### config.mk
export PLATFORM = sky130hd
export DESIGN_NAME = fcsd_top
export DESIGN_NICKNAME = d
export VERILOG_FILES = /design/src/hdl/fcsd_pkg.sv /design/src/hdl/fcsd_addr_mux.sv /design/src/hdl/fcsd_top.sv
export SDC_FILE = /design/constraint.sdc
export NUM_CORES = 1
export LEC_CHECK = 0
export BUFFER_PORTS_ARGS = -buffer_cell sky130_fd_sc_hd__buf_2
export CORE_UTILIZATION = 50
export CTS_BUF_LIST = sky130_fd_sc_hd__clkbuf_4
export DETAILED_ROUTE_END_ITERATION = 8
export PLACE_DENSITY = 0.77
export SYNTH_ARGS = -nofsm -noshare
export SYNTH_HDL_FRONTEND = slang
export SYNTH_SLANG_ARGS = --single-unit
### constraint.sdc
create_clock -name i_clock -period 2.4 [get_ports i_clock]
set_input_delay 0.72 -clock i_clock [delete_from_list [all_inputs] [get_ports i_clock]]
set_output_delay 0.72 -clock i_clock [all_outputs]
set_load 0.01 [all_outputs]
### src/hdl/fcsd_pkg.sv
// Constants and types for the flash command sequence decoder.
// Assumes one 25 MHz clock and write cycles already decoded to a strobe.
//
// Operation
// [RQ1] Each sequence step is one whole host write, never one link clock.
// [RQ2] Only address bits 14..0 and data bits 7..0 are matched.
// [RQ3] Programmer port column address supplies internal address bits 10..0.
// [RQ4] Programmer port row address supplies internal address bits 18..11.
// [RQ5] Sector erase: AA@5555, 55@2AAA, 80@5555, AA@5555, 55@2AAA, 30@sector.
// [RQ6] Byte program: AA@5555, 55@2AAA, A0@5555, then data to target address.
// [RQ7] Identification entry: AA@5555, 55@2AAA, 90@5555.
// [RQ8] Identification exit: AA@5555, 55@2AAA, F0@5555.
// [RQ9] A single F0 write to any address also exits identification.
// [RQ10] Both exit forms return the device to normal array reads.
// [RQ11] Erase sector is the top hex digit of address; sector 7 is boot.
// [RQ12] Identification read: A0 low gives maker code, high gives device code.
// [RQ13] Identification mode is cleared by power loss or reset.
// [RQ14] Identification status bit 2 shows boot lock, bit 3 shows array lock.
// [RQ15] Host link commands are memory writes, start 1110b; reads use 1101b.
// [RQ16] Embedded erase first programs every sector byte to 00.
// [RQ17] A mismatching write abandons the partial sequence.
// [RQ18] Program or erase to a hardware-locked sector is ignored.
package fcsd_pkg;

  localparam logic [14:0] ADDR_UNLOCK1  = 15'h5555;
  localparam logic [14:0] ADDR_UNLOCK2  = 15'h2AAA;
  localparam logic [7:0]  DATA_UNLOCK1  = 8'hAA;
  localparam logic [7:0]  DATA_UNLOCK2  = 8'h55;
  localparam logic [7:0]  CMD_ERASE_SET = 8'h80;
  localparam logic [7:0]  CMD_ERASE_GO  = 8'h30;
  localparam logic [7:0]  CMD_PROGRAM   = 8'hA0;
  localparam logic [7:0]  CMD_ID_ENTRY  = 8'h90;
  localparam logic [7:0]  CMD_ID_EXIT   = 8'hF0;
  localparam logic [7:0]  ERASE_FILL    = 8'h00;
  localparam logic [3:0]  START_MEM_RD  = 4'hD;
  localparam logic [3:0]  START_MEM_WR  = 4'hE;
  localparam logic [2:0]  BOOT_SECTOR   = 3'h7;
  localparam int          BOOT_LOCK_BIT = 2;
  localparam int          ARR_LOCK_BIT  = 3;
  localparam int          ADDR_W        = 19;
  localparam int          SECT_LSB      = 16;
  localparam int          COL_W         = 11;
  localparam int          ROW_W         = 8;
  // Arbitrary identity values
  localparam logic [7:0]  MAKER_CODE    = 8'h5A;
  localparam logic [7:0]  DEVICE_CODE   = 8'hA5;

  typedef enum logic [2:0] {
    FCSD_IDLE,
    FCSD_U1,
    FCSD_U2,
    FCSD_E3,
    FCSD_E4,
    FCSD_E5,
    FCSD_P3
  } fcsd_step_t;

endpackage

### src/hdl/fcsd_addr_mux.sv
// Programmer port address assembly from multiplexed row and column.
// Assumes strobes are single-cycle and synchronous to the clock.
`timescale 1ns/1ns
module fcsd_addr_mux
  import fcsd_pkg::*;
(
  input  wire logic                     i_clock,
  input  wire logic                     i_resetn,
  input  wire logic                     i_row_stb,
  input  wire logic                     i_col_stb,
  input  wire logic [fcsd_pkg::COL_W-1:0] i_addr_pins,
  output logic      [fcsd_pkg::ADDR_W-1:0] o_addr
);

  logic [ROW_W-1:0] row_r;
  logic [ROW_W-1:0] row_nxt;
  logic [COL_W-1:0] col_r;
  logic [COL_W-1:0] col_nxt;

  // Latch row and column halves
  always_comb
  begin
    row_nxt = row_r;
    col_nxt = col_r;
    if (i_row_stb)
      row_nxt = i_addr_pins[ROW_W-1:0];
    if (i_col_stb)
      col_nxt = i_addr_pins;
  end

  always_ff @(posedge i_clock or negedge i_resetn)
  begin
    if (!i_resetn)
    begin
      row_r <= '0;
      col_r <= '0;
    end
    else
    begin
      row_r <= row_nxt;
      col_r <= col_nxt;
    end
  end

  // Row forms high bits, column forms low bits
  assign o_addr = {row_r, col_r}; // RQ3 RQ4

endmodule

### src/hdl/fcsd_top.sv
// Command sequence decoder for a 512K x 8 flash array.
// Assumes write transactions arrive as one-cycle strobes from link or port logic.
`timescale 1ns/1ns
module fcsd_top
  import fcsd_pkg::*;
(
  input  wire logic                        i_clock,
  input  wire logic                        i_resetn,
  input  wire logic                        i_sel_prog_port,
  input  wire logic                        i_link_wr,
  input  wire logic                        i_link_rd,
  input  wire logic [fcsd_pkg::ADDR_W-1:0] i_link_addr,
  input  wire logic [7:0]                  i_link_data,
  input  wire logic                        i_pp_row_stb,
  input  wire logic                        i_pp_col_stb,
  input  wire logic [fcsd_pkg::COL_W-1:0]  i_pp_addr,
  input  wire logic                        i_pp_wr,
  input  wire logic                        i_pp_rd,
  input  wire logic [7:0]                  i_pp_data,
  input  wire logic                        i_boot_block_lock_pin_n,
  input  wire logic                        i_protect_pin_n,
  input  wire logic                        i_array_busy,
  input  wire logic [7:0]                  i_array_rdata,
  output logic                             o_id_mode,
  output logic                             o_prog_req,
  output logic [fcsd_pkg::ADDR_W-1:0]      o_prog_addr,
  output logic [7:0]                       o_prog_data,
  output logic                             o_erase_req,
  output logic [2:0]                       o_erase_sector,
  output logic [7:0]                       o_erase_fill,
  output logic                             o_rd_valid,
  output logic [7:0]                       o_rd_data
);

  // ----------------------------------------------------------------
  // Write source selection
  // ----------------------------------------------------------------
  logic [ADDR_W-1:0] pp_addr;
  logic              wr;
  logic              rd;
  logic [ADDR_W-1:0] addr;
  logic [7:0]        data;

  fcsd_addr_mux u_addr_mux (
    .i_clock     (i_clock),
    .i_resetn    (i_resetn),
    .i_row_stb   (i_pp_row_stb),
    .i_col_stb   (i_pp_col_stb),
    .i_addr_pins (i_pp_addr),
    .o_addr      (pp_addr)
  );

  // One strobe per whole write transaction
  assign wr   = i_sel_prog_port ? i_pp_wr : i_link_wr; // RQ1 RQ15
  assign rd   = i_sel_prog_port ? i_pp_rd : i_link_rd;
  assign addr = i_sel_prog_port ? pp_addr : i_link_addr;
  assign data = i_sel_prog_port ? i_pp_data : i_link_data;

  // Sector locked by hardware pins
  function automatic logic sect_locked(input logic [2:0] s, input logic bl_n, input logic wp_n);
    sect_locked = (s == BOOT_SECTOR) ? !bl_n : !wp_n;
  endfunction

  // ----------------------------------------------------------------
  // Sequence decoder
  // ----------------------------------------------------------------
  fcsd_step_t        step_r;
  fcsd_step_t        step_nxt;
  logic              id_r;
  logic              id_nxt;
  logic              prog_r;
  logic              prog_nxt;
  logic              erase_r;
  logic              erase_nxt;
  logic [ADDR_W-1:0] paddr_r;
  logic [ADDR_W-1:0] paddr_nxt;
  logic [7:0]        pdata_r;
  logic [7:0]        pdata_nxt;
  logic [2:0]        sect_r;
  logic [2:0]        sect_nxt;
  logic              is_u1;
  logic              is_u2;
  logic              at_5555;
  logic [2:0]        wsect;

  assign at_5555 = addr[14:0] == ADDR_UNLOCK1; // RQ2
  assign is_u1   = at_5555 && data == DATA_UNLOCK1; // RQ2
  assign is_u2   = addr[14:0] == ADDR_UNLOCK2 && data == DATA_UNLOCK2; // RQ2
  assign wsect   = addr[SECT_LSB+2:SECT_LSB]; // RQ11

  // Next state for command steps
  always_comb
  begin
    step_nxt  = step_r;
    id_nxt    = id_r;
    prog_nxt  = 1'b0;
    erase_nxt = 1'b0;
    paddr_nxt = paddr_r;
    pdata_nxt = pdata_r;
    sect_nxt  = sect_r;
    if (wr && !i_array_busy)
    begin
      step_nxt = FCSD_IDLE; // RQ17
      case (step_r)
        FCSD_IDLE:
        begin
          if (is_u1)
            step_nxt = FCSD_U1;
          else if (data == CMD_ID_EXIT)
            id_nxt = 1'b0; // RQ9 RQ10
        end
        FCSD_U1:
          if (is_u2)
            step_nxt = FCSD_U2;
        FCSD_U2:
          if (at_5555)
          begin
            case (data)
              CMD_ERASE_SET: step_nxt = FCSD_E3; // RQ5
              CMD_PROGRAM:   step_nxt = FCSD_P3; // RQ6
              CMD_ID_ENTRY:  id_nxt = 1'b1; // RQ7
              CMD_ID_EXIT:   id_nxt = 1'b0; // RQ8 RQ10
              default:       step_nxt = FCSD_IDLE;
            endcase
          end
        FCSD_E3:
          if (is_u1)
            step_nxt = FCSD_E4;
        FCSD_E4:
          if (is_u2)
            step_nxt = FCSD_E5;
        FCSD_E5:
          if (data == CMD_ERASE_GO && !sect_locked(wsect, i_boot_block_lock_pin_n,
                                                   i_protect_pin_n)) // RQ5 RQ18
          begin
            erase_nxt = 1'b1;
            sect_nxt  = wsect; // RQ11
          end
        FCSD_P3:
          if (!sect_locked(wsect, i_boot_block_lock_pin_n, i_protect_pin_n)) // RQ18
          begin
            prog_nxt  = 1'b1; // RQ6
            paddr_nxt = addr;
            pdata_nxt = data;
          end
        default:
          step_nxt = FCSD_IDLE;
      endcase
    end
  end

  // Sequence registers; reset leaves normal read mode
  always_ff @(posedge i_clock or negedge i_resetn)
  begin
    if (!i_resetn)
    begin
      step_r  <= FCSD_IDLE;
      id_r    <= 1'b0; // RQ13
      prog_r  <= 1'b0;
      erase_r <= 1'b0;
      paddr_r <= '0;
      pdata_r <= '0;
      sect_r  <= '0;
    end
    else
    begin
      step_r  <= step_nxt;
      id_r    <= id_nxt;
      prog_r  <= prog_nxt;
      erase_r <= erase_nxt;
      paddr_r <= paddr_nxt;
      pdata_r <= pdata_nxt;
      sect_r  <= sect_nxt;
    end
  end

  assign o_id_mode      = id_r;
  assign o_prog_req     = prog_r;
  assign o_prog_addr    = paddr_r;
  assign o_prog_data    = pdata_r;
  assign o_erase_req    = erase_r;
  assign o_erase_sector = sect_r;
  assign o_erase_fill   = ERASE_FILL; // RQ16

  // ----------------------------------------------------------------
  // Read data path
  // ----------------------------------------------------------------
  logic       rdv_r;
  logic       rdv_nxt;
  logic [7:0] rdd_r;
  logic [7:0] rdd_nxt;

  // Identification codes and lock status, else array data
  always_comb
  begin
    rdv_nxt = rd;
    rdd_nxt = rdd_r;
    if (rd)
    begin
      if (!id_r)
        rdd_nxt = i_array_rdata; // RQ10
      else if (addr[ADDR_W-1:1] != '0)
        rdd_nxt = 8'h00;
      else
        rdd_nxt = addr[0] ? DEVICE_CODE : MAKER_CODE; // RQ12
      if (id_r)
      begin
        rdd_nxt[BOOT_LOCK_BIT] = !i_boot_block_lock_pin_n; // RQ14
        rdd_nxt[ARR_LOCK_BIT]  = !i_protect_pin_n; // RQ14
      end
    end
  end

  always_ff @(posedge i_clock or negedge i_resetn)
  begin
    if (!i_resetn)
    begin
      rdv_r <= 1'b0;
      rdd_r <= '0;
    end
    else
    begin
      rdv_r <= rdv_nxt;
      rdd_r <= rdd_nxt;
    end
  end

  assign o_rd_valid = rdv_r;
  assign o_rd_data  = rdd_r;

endmodule

==> run summary, run 1 <==
Worst-case reg-to-reg path depth - 4
Part of the cycle the worst path needs - 95.0%
Clock Path Buffers - 2
Post-synthesis to final-layout area growth - 29.3%
Comb power frac - 18.3%
Layout cell share with drive strength beyond 1 - 42.0%
Clock tree from TritonCTS - yes
Critical path class - in -> reg
Critical Path Sink Type - flip-flop
# H-tree levels - 3
Post-detailed-route DRC marker count - 0
Power spent charging and discharging nets - 652 uW
Latest clock arrival within the worst-skew pair - 0.42 ns
Peak Freq - 0.439 GHz
Run status - finished, final reports clean
Reg-to-reg slack, setup - 0.33 ns
Synth Register Bits - 64
IO buf count - 107
Count of flip-flops with a built-in enable after synthesis - 0
Kind of cell adding the most delay to the critical path - simple AND/OR/NAND/NOR gates
Worst path setup slack after routing - 0.120 ns
Post-DP HPWL - 6.54 mm
Initial cell density of the core - 52.4%
Sequential share of power - 51.2%
Static leakage - 2.17 nW
Die area - 7020 sq um
Register clock-pin slew on the reported worst setup and hold paths - 0.12 ns
Global-route wire length before repair - 13.9 mm
PD cells - 540 nW/um^2
Final wirelength - 8.44 mm
Post-synthesis area per instance - 10.1 sq um
Stages on the worst setup path - 7
Standard-cell row count - 29
Classification of the worst-slack hold path - in -> async
Final period demand of the worst path - 2.28 ns
Final standard cell count with taps included and fillers excluded - 548
Number of nets still failing antenna checks after routing - 0
Mapped Area - 3340 sq um
Avg Vias per Cell - 5.46
Height of the die - 83.8 microns
Clock root cell - sky130_fd_sc_hd__clkbuf_4
Clock share of power - 30.5%
Final nets - 533
Total clock sinks - 64
Floorplan core area - 6390 sq um
Setup TNS after final layout - 0 ns
Fraction of synthesis flops using an asynchronous set or reset pin - 100%
Crit-path slowest cell - sky130_fd_sc_hd__or4_4
Final Cell Area - 4320 sq um
Final setup violation count - 0
Antenna violations before repair - 0
Placed Instances - 533
Internal - 1.68 mW
Sequential fraction of the synthesis area - 47.9%
TritonCTS buffer count - 9
Count of TritonRoute iterations in the first routing pass - 4
Clock Skew - 0.0204 ns
Tightest Pin Transition - 0.598 ns
Stage delay of the slowest cell on the critical path - 0.53 ns
Placed inst area - 4180 sq um
Cell chain of the critical path - buf_2, and2b_2, a21oi_1, nand2_1, or4_4, nor4_4, mux2_1
Routability cong. - 0.846
Drt wl/cell - 15.4 microns
Final-report max-slew violation count - 0
Buffers & Inverters on Critical Path - 1
GRT Util Overall - 25.5%
Count of mapped cells out of synthesis - 330
Post-synthesis cell type count - 47
Post-Place Setup Slack - -0.365 ns
Peak ir drop on the vdd network - 0.452 mV
Setup bufs post-CTS - 0
GRT Residual Overflow - 0
Arr. time, crit path - 2.57 ns
Worst-path fanout max - 6
Ys flop type - sky130_fd_sc_hd__dfrtp_1
Worst hold-check slack - 0.289 ns
Diode insertion count for antenna repair - 0
Worst slew margin - 60.1%
Setup repair after global routing missed its margin - no
Die outline width - 83.8 microns
Count of vias placed by the detailed router - 2993
Count of pins on the block boundary - 116
Required time reported for the critical path endpoint - 2.69 ns
Net switching share of the total power - 27.9%
Count of yosys warnings during synthesis - 0
Via count of the first global-routing pass - 2888
Maximum number of pins on one net before global-route repair - 42
Max-cap viol count - 0
Iteration-0 DRC count of the detailed router - 248
Nature of the critical path startpoint - primary input
Hold Vio Cnt, Final - 0
-- stage by stage --
step / total power, mW / utilization (%)
after floorplan: 1.43 / -
after global placement: 1.63 / 65.5
after detailed placement: 1.64 / 65.5
after CTS: 2.35 / 67.5
after global routing: 2.45 / 67.7
final: 2.34 / 67.7
-- timing repair --
item | in CTS | in global routing
setup endpoints to repair | 0 | 3
resized for setup | 0 | 2
hold buffers | 0 | 0
-- per-layer routing --
metal | track usage [%] | routed length, microns | part of all wire [%]
met1 | 33.2 | 3630 | 43
met2 | 42.6 | 4220 | 50
met3 | 4.15 | 441 | 5.2
met4 | 9.86 | 153 | 1.8
met5 | 0 | 0 | 0
-- worst reg2reg max path: stages (launching register included) --
cell and delay, ns:
sky130_fd_sc_hd__dfrtp_1 0.47, sky130_fd_sc_hd__or2b_1 0.27, sky130_fd_sc_hd__or4_4 0.55, sky130_fd_sc_hd__nor4_4 0.32, sky130_fd_sc_hd__mux2_1 0.36
-- cell usage after synthesis, drive strengths merged, types with 3 or more instances --
master  instances  area share (%)
clkbuf          5            0.86
nor4b           3            0.97
nor2b           3            0.56
a31oi           4            0.75
nor2           45             5.1
dfrtp          64              48
nand2          22             2.5
o21ai           4            0.60
nor4            6             2.0
mux2i          21             6.3
a21oi          42             6.3
mux2           31              10
nor3           11             1.6
a21o            3            0.71
and3            3            0.56
nand2b          3            0.56
nand4           5            0.94
buf            19             4.1
inv             5            0.56
nand3           7             1.0
-- power groups by stage --
stage	clock, mW	combinational [mW]	sequential (mW)
3_5_place_dp	0	0.426	1.22
2_1_floorplan	0	0.209	1.22
4_1_cts	0.726	0.428	1.20
6_report	0.713	0.426	1.20
5_1_grt	0.770	0.470	1.21
3_3_place_gp	0	0.414	1.21
-- cell families (layout without fill, tap and decap cells) --
| family | Yosys count | in the layout | share of synthesized area (%) |
|---|---|---|---|
| mux | 52 | 52 | 16.7 |
| xor+xnor | 1 | 1 | 0.262 |
| buf+inv | 29 | 163 | 5.54 |
| simple gates | 118 | 118 | 18.3 |
| other cells | 1 | 8 | 0.112 |
| compound gates | 65 | 65 | 11.2 |
| flops | 64 | 64 | 47.9 |
-- layout by cell type, fill, tap and decap left out, types with 2 or more instances in the layout --
cell type | Yosys | layout
sky130_fd_sc_hd__buf_2 | 8 | 107
sky130_fd_sc_hd__dfrtp_1 | 64 | 64
sky130_fd_sc_hd__nor2_1 | 45 | 45
sky130_fd_sc_hd__a21oi_1 | 42 | 42
sky130_fd_sc_hd__buf_4 | 8 | 32
sky130_fd_sc_hd__mux2_2 | 28 | 28
sky130_fd_sc_hd__nand2_1 | 22 | 22
sky130_fd_sc_hd__mux2i_1 | 21 | 19
sky130_fd_sc_hd__nor3_1 | 11 | 11
sky130_fd_sc_hd__clkbuf_4 | 0 | 11
sky130_fd_sc_hd__conb_1 | 1 | 8
sky130_fd_sc_hd__nand3_1 | 7 | 7
sky130_fd_sc_hd__inv_1 | 5 | 5
sky130_fd_sc_hd__nand4_1 | 5 | 5
sky130_fd_sc_hd__a31oi_1 | 4 | 4
sky130_fd_sc_hd__o21ai_0 | 4 | 4
sky130_fd_sc_hd__buf_12 | 0 | 4
sky130_fd_sc_hd__and3_1 | 3 | 3
sky130_fd_sc_hd__nor2b_1 | 3 | 3
sky130_fd_sc_hd__nor4_1 | 4 | 3
sky130_fd_sc_hd__nand3b_1 | 2 | 2
sky130_fd_sc_hd__nor4b_2 | 1 | 2
sky130_fd_sc_hd__nor4_4 | 2 | 2
sky130_fd_sc_hd__nand2b_1 | 3 | 2
sky130_fd_sc_hd__a2bb2oi_1 | 2 | 2
sky130_fd_sc_hd__o31ai_1 | 2 | 2
sky130_fd_sc_hd__a211oi_1 | 2 | 2
sky130_fd_sc_hd__o22ai_1 | 2 | 2
sky130_fd_sc_hd__a21o_1 | 2 | 2
sky130_fd_sc_hd__mux2_1 | 3 | 2
-- cell type report --
type	instances	area, sq um
tap	77	96.3
sequential	64	1600
timing repair buffer	143	856
inverter	5	18.8
clock buffer	11	82.6
clock inverter	4	46.3
multi-input combinational	244	1620
fill	543	2060
-- worst paths after layout --
kind                                      start                 to
worst min register to register     o_rd_data[2]       o_rd_data[2]
worst max-delay path            i_sel_prog_port  o_erase_sector[1]
worst max register to register        step_r[1]  o_erase_sector[1]
worst min-delay path                   i_resetn     o_prog_data[4]
max in group asynchronous              i_resetn       o_rd_data[5]
min in group i_clock               o_rd_data[2]       o_rd_data[2]
-- flip-flops by register name, indices dropped and copies added (netlist names) --
name	count
o_prog_req	1
o_rd_data	8
o_erase_req	1
o_rd_valid	1
o_erase_sector	3
u_addr_mux.row_r	8
step_r	3
o_prog_data	8
u_addr_mux.col_r	11
o_prog_addr	19
o_id_mode	1
(Power assumes the default switching activity.)
==> run 2: changes to the inputs <==
--- a/config.mk
+++ b/config.mk
@@ -6,6 +6,7 @@
 export NUM_CORES = 1
 export LEC_CHECK = 0
 export BUFFER_PORTS_ARGS = -buffer_cell sky130_fd_sc_hd__buf_2
+export CORE_MARGIN = 5
 export CORE_UTILIZATION = 50
 export CTS_BUF_LIST = sky130_fd_sc_hd__clkbuf_4
 export DETAILED_ROUTE_END_ITERATION = 8
==> run 2 against run 1 <==
  * Critical path type unchanged
  * Final cell count grew 1.3%
  * Critical endpoint unchanged
  * Sequential share of layout area shrank 0.096 points
  * Global-route usage shrank 3.1 points
  * Maximum frequency shrank 0.76%
  * Largest cell class unchanged
  * Core utilization shrank 0.21 points
  * First-iteration DRC count shrank 67%
  * Worst setup slack lost 0.017 ns
==> run summary, run 2 (synthesized netlist as in run 1, its figures left out) <==
Final-report max-slew violation count - 0
Worst slew margin - 59.4%
Static leakage - 2.20 nW
Maximum number of pins on one net before global-route repair - 33
Floorplan core area - 6420 sq um
Antenna violations before repair - 1
Final setup violation count - 0
# H-tree levels - 3
Iteration-0 DRC count of the detailed router - 81
Capturing instance or port of the critical path - o_erase_sector[1]
Avg Vias per Cell - 5.32
Post-detailed-route DRC marker count - 0
Via count of the first global-routing pass - 3189
Post-DP HPWL - 7.20 mm
Net switching share of the total power - 29.0%
Reg-to-reg slack, setup - 0.30 ns
IO buf count - 107
Final standard cell count with taps included and fillers excluded - 555
Setup TNS after final layout - 0 ns
Height of the die - 91.8 microns
Power spent charging and discharging nets - 646 uW
Critical Path Sink Type - flip-flop
Die outline width - 91.8 microns
Drt wl/cell - 16.2 microns
Initial cell density of the core - 52.1%
TritonCTS buffer count - 9
Critical path class - in -> reg
Count of pins on the block boundary - 116
Global-route wire length before repair - 15.1 mm
Routability cong. - 0.900
Total clock sinks - 64
Latest clock arrival within the worst-skew pair - 0.39 ns
Total of fill cells in the finished design - 534
Final period demand of the worst path - 2.30 ns
Worst-path fanout max - 5
Clock share of power - 27.0%
Arr. time, crit path - 2.58 ns
Placed Instances - 539
Hold Vio Cnt, Final - 0
Final wirelength - 8.99 mm
Required time reported for the critical path endpoint - 2.68 ns
Peak ir drop on the vdd network - 0.317 mV
Internal - 1.58 mW
Layout cell share with drive strength beyond 1 - 42.6%
Tightest Pin Transition - 0.608 ns
Die area - 8420 sq um
Classification of the worst-slack hold path - in -> async
Count of TritonRoute iterations in the first routing pass - 4
Clock Skew - 0.0145 ns
Power after layout - 2.23 mW
Post-synthesis to final-layout area growth - 29.7%
Top library cells by usage in the layout, fill and taps aside - sky130_fd_sc_hd__buf_2 (107), sky130_fd_sc_hd__dfrtp_1 (64), sky130_fd_sc_hd__nor2_1 (45)
Max-cap viol count - 0
Clock root cell - sky130_fd_sc_hd__clkbuf_4
Startpoint of the most critical register-to-register path - step_r[0]
PD cells - 514 nW/um^2
Comb power frac - 19.3%
GRT Util Overall - 22.3%
Most common cell after layout, fill and taps aside - sky130_fd_sc_hd__buf_2
Clock tree from TritonCTS - yes
Worst-case reg-to-reg path depth - 4
Nature of the critical path startpoint - primary input
Final nets - 539
Beginning of the critical path - i_sel_prog_port
Sequential share of power - 53.7%
Register clock-pin slew on the reported worst setup and hold paths - 0.11 ns
Setup bufs post-CTS - 0
Standard-cell row count - 29
Number of nets still failing antenna checks after routing - 0
Setup repair after global routing missed its margin - no
Peak Freq - 0.435 GHz
Critical register-to-register path endpoint - o_erase_sector[1]
CTS Hold Buffers Added - 0
Worst hold-check slack - 0.320 ns
Max reg flops - 19
Part of the cycle the worst path needs - 95.7%
Clock Path Buffers - 2
Run status - finished, final reports clean
Count of vias placed by the detailed router - 2955
GRT Residual Overflow - 0
Count of cells resized by post-cts repair - 0
## run 2: power by group through the flow
| stage | logic (mW) | clock network (mW) | registers (mW) |
|---|---|---|---|
| finish | 0.429 | 0.603 | 1.20 |
| global route | 0.475 | 0.668 | 1.20 |
| CTS | 0.434 | 0.624 | 1.20 |
| detailed placement | 0.433 | 0 | 1.22 |
| global placement | 0.423 | 0 | 1.21 |
| floorplan | 0.209 | 0 | 1.22 |
## run 2: how the worst min path moves through the flow
stage / startpoint / to / depth (start not counted)
after global placement: o_rd_data[3] / o_rd_data[3] / 2
after detailed placement: o_rd_data[3] / o_rd_data[3] / 2
after global routing: i_resetn / o_prog_data[0] / 1
final: i_resetn / o_prog_addr[9] / 1
after CTS: i_resetn / o_prog_req / 1
after floorplan: i_resetn / o_erase_req / 0
## run 2: area by class of cell
cell class                 count  area (sq um)  share of cell area (%)
multi-input combinational    244          1610                    37.1
sequential                    64          1600                    36.9
timing repair buffer         149           901                    20.8
tap                           77          96.3                    2.22
clock buffer                  11          82.6                    1.90
clock inverter                 4          22.5                   0.519
inverter                       5          18.8                   0.433
antenna                        1          2.50                  0.0577
## run 2: stage by stage
stage	utilization, %	setup WS, ns	instance area (sq um)
2_1_floorplan	-	-0.174	3400
3_3_place_gp	65.8	-0.256	4230
3_5_place_dp	65.8	-0.339	4230
4_1_cts	67.5	0.111	4330
5_1_grt	67.5	0.00597	4340
6_report	67.5	0.103	4340
## run 2: per-layer routing
| layer | global-route usage, % | part of all wire, % | up-vias |
|---|---|---|---|
| met5 | 0 | 0 | - |
| met4 | 7.43 | 1.7 | 0 |
| met3 | 5.32 | 6.0 | 11 |
| met2 | 38.1 | 49 | 88 |
| met1 | 27.9 | 43 | 1405 |
| li1 | - | - | 1451 |
## run 2: critical path, stage by stage
cell and delay (ns):
sky130_fd_sc_hd__buf_2 0.13, sky130_fd_sc_hd__nor4b_2 0.25, sky130_fd_sc_hd__a31oi_1 0.09, sky130_fd_sc_hd__or2_1 0.26
sky130_fd_sc_hd__or4_4 0.44, sky130_fd_sc_hd__nor4_4 0.33, sky130_fd_sc_hd__mux2_1 0.37
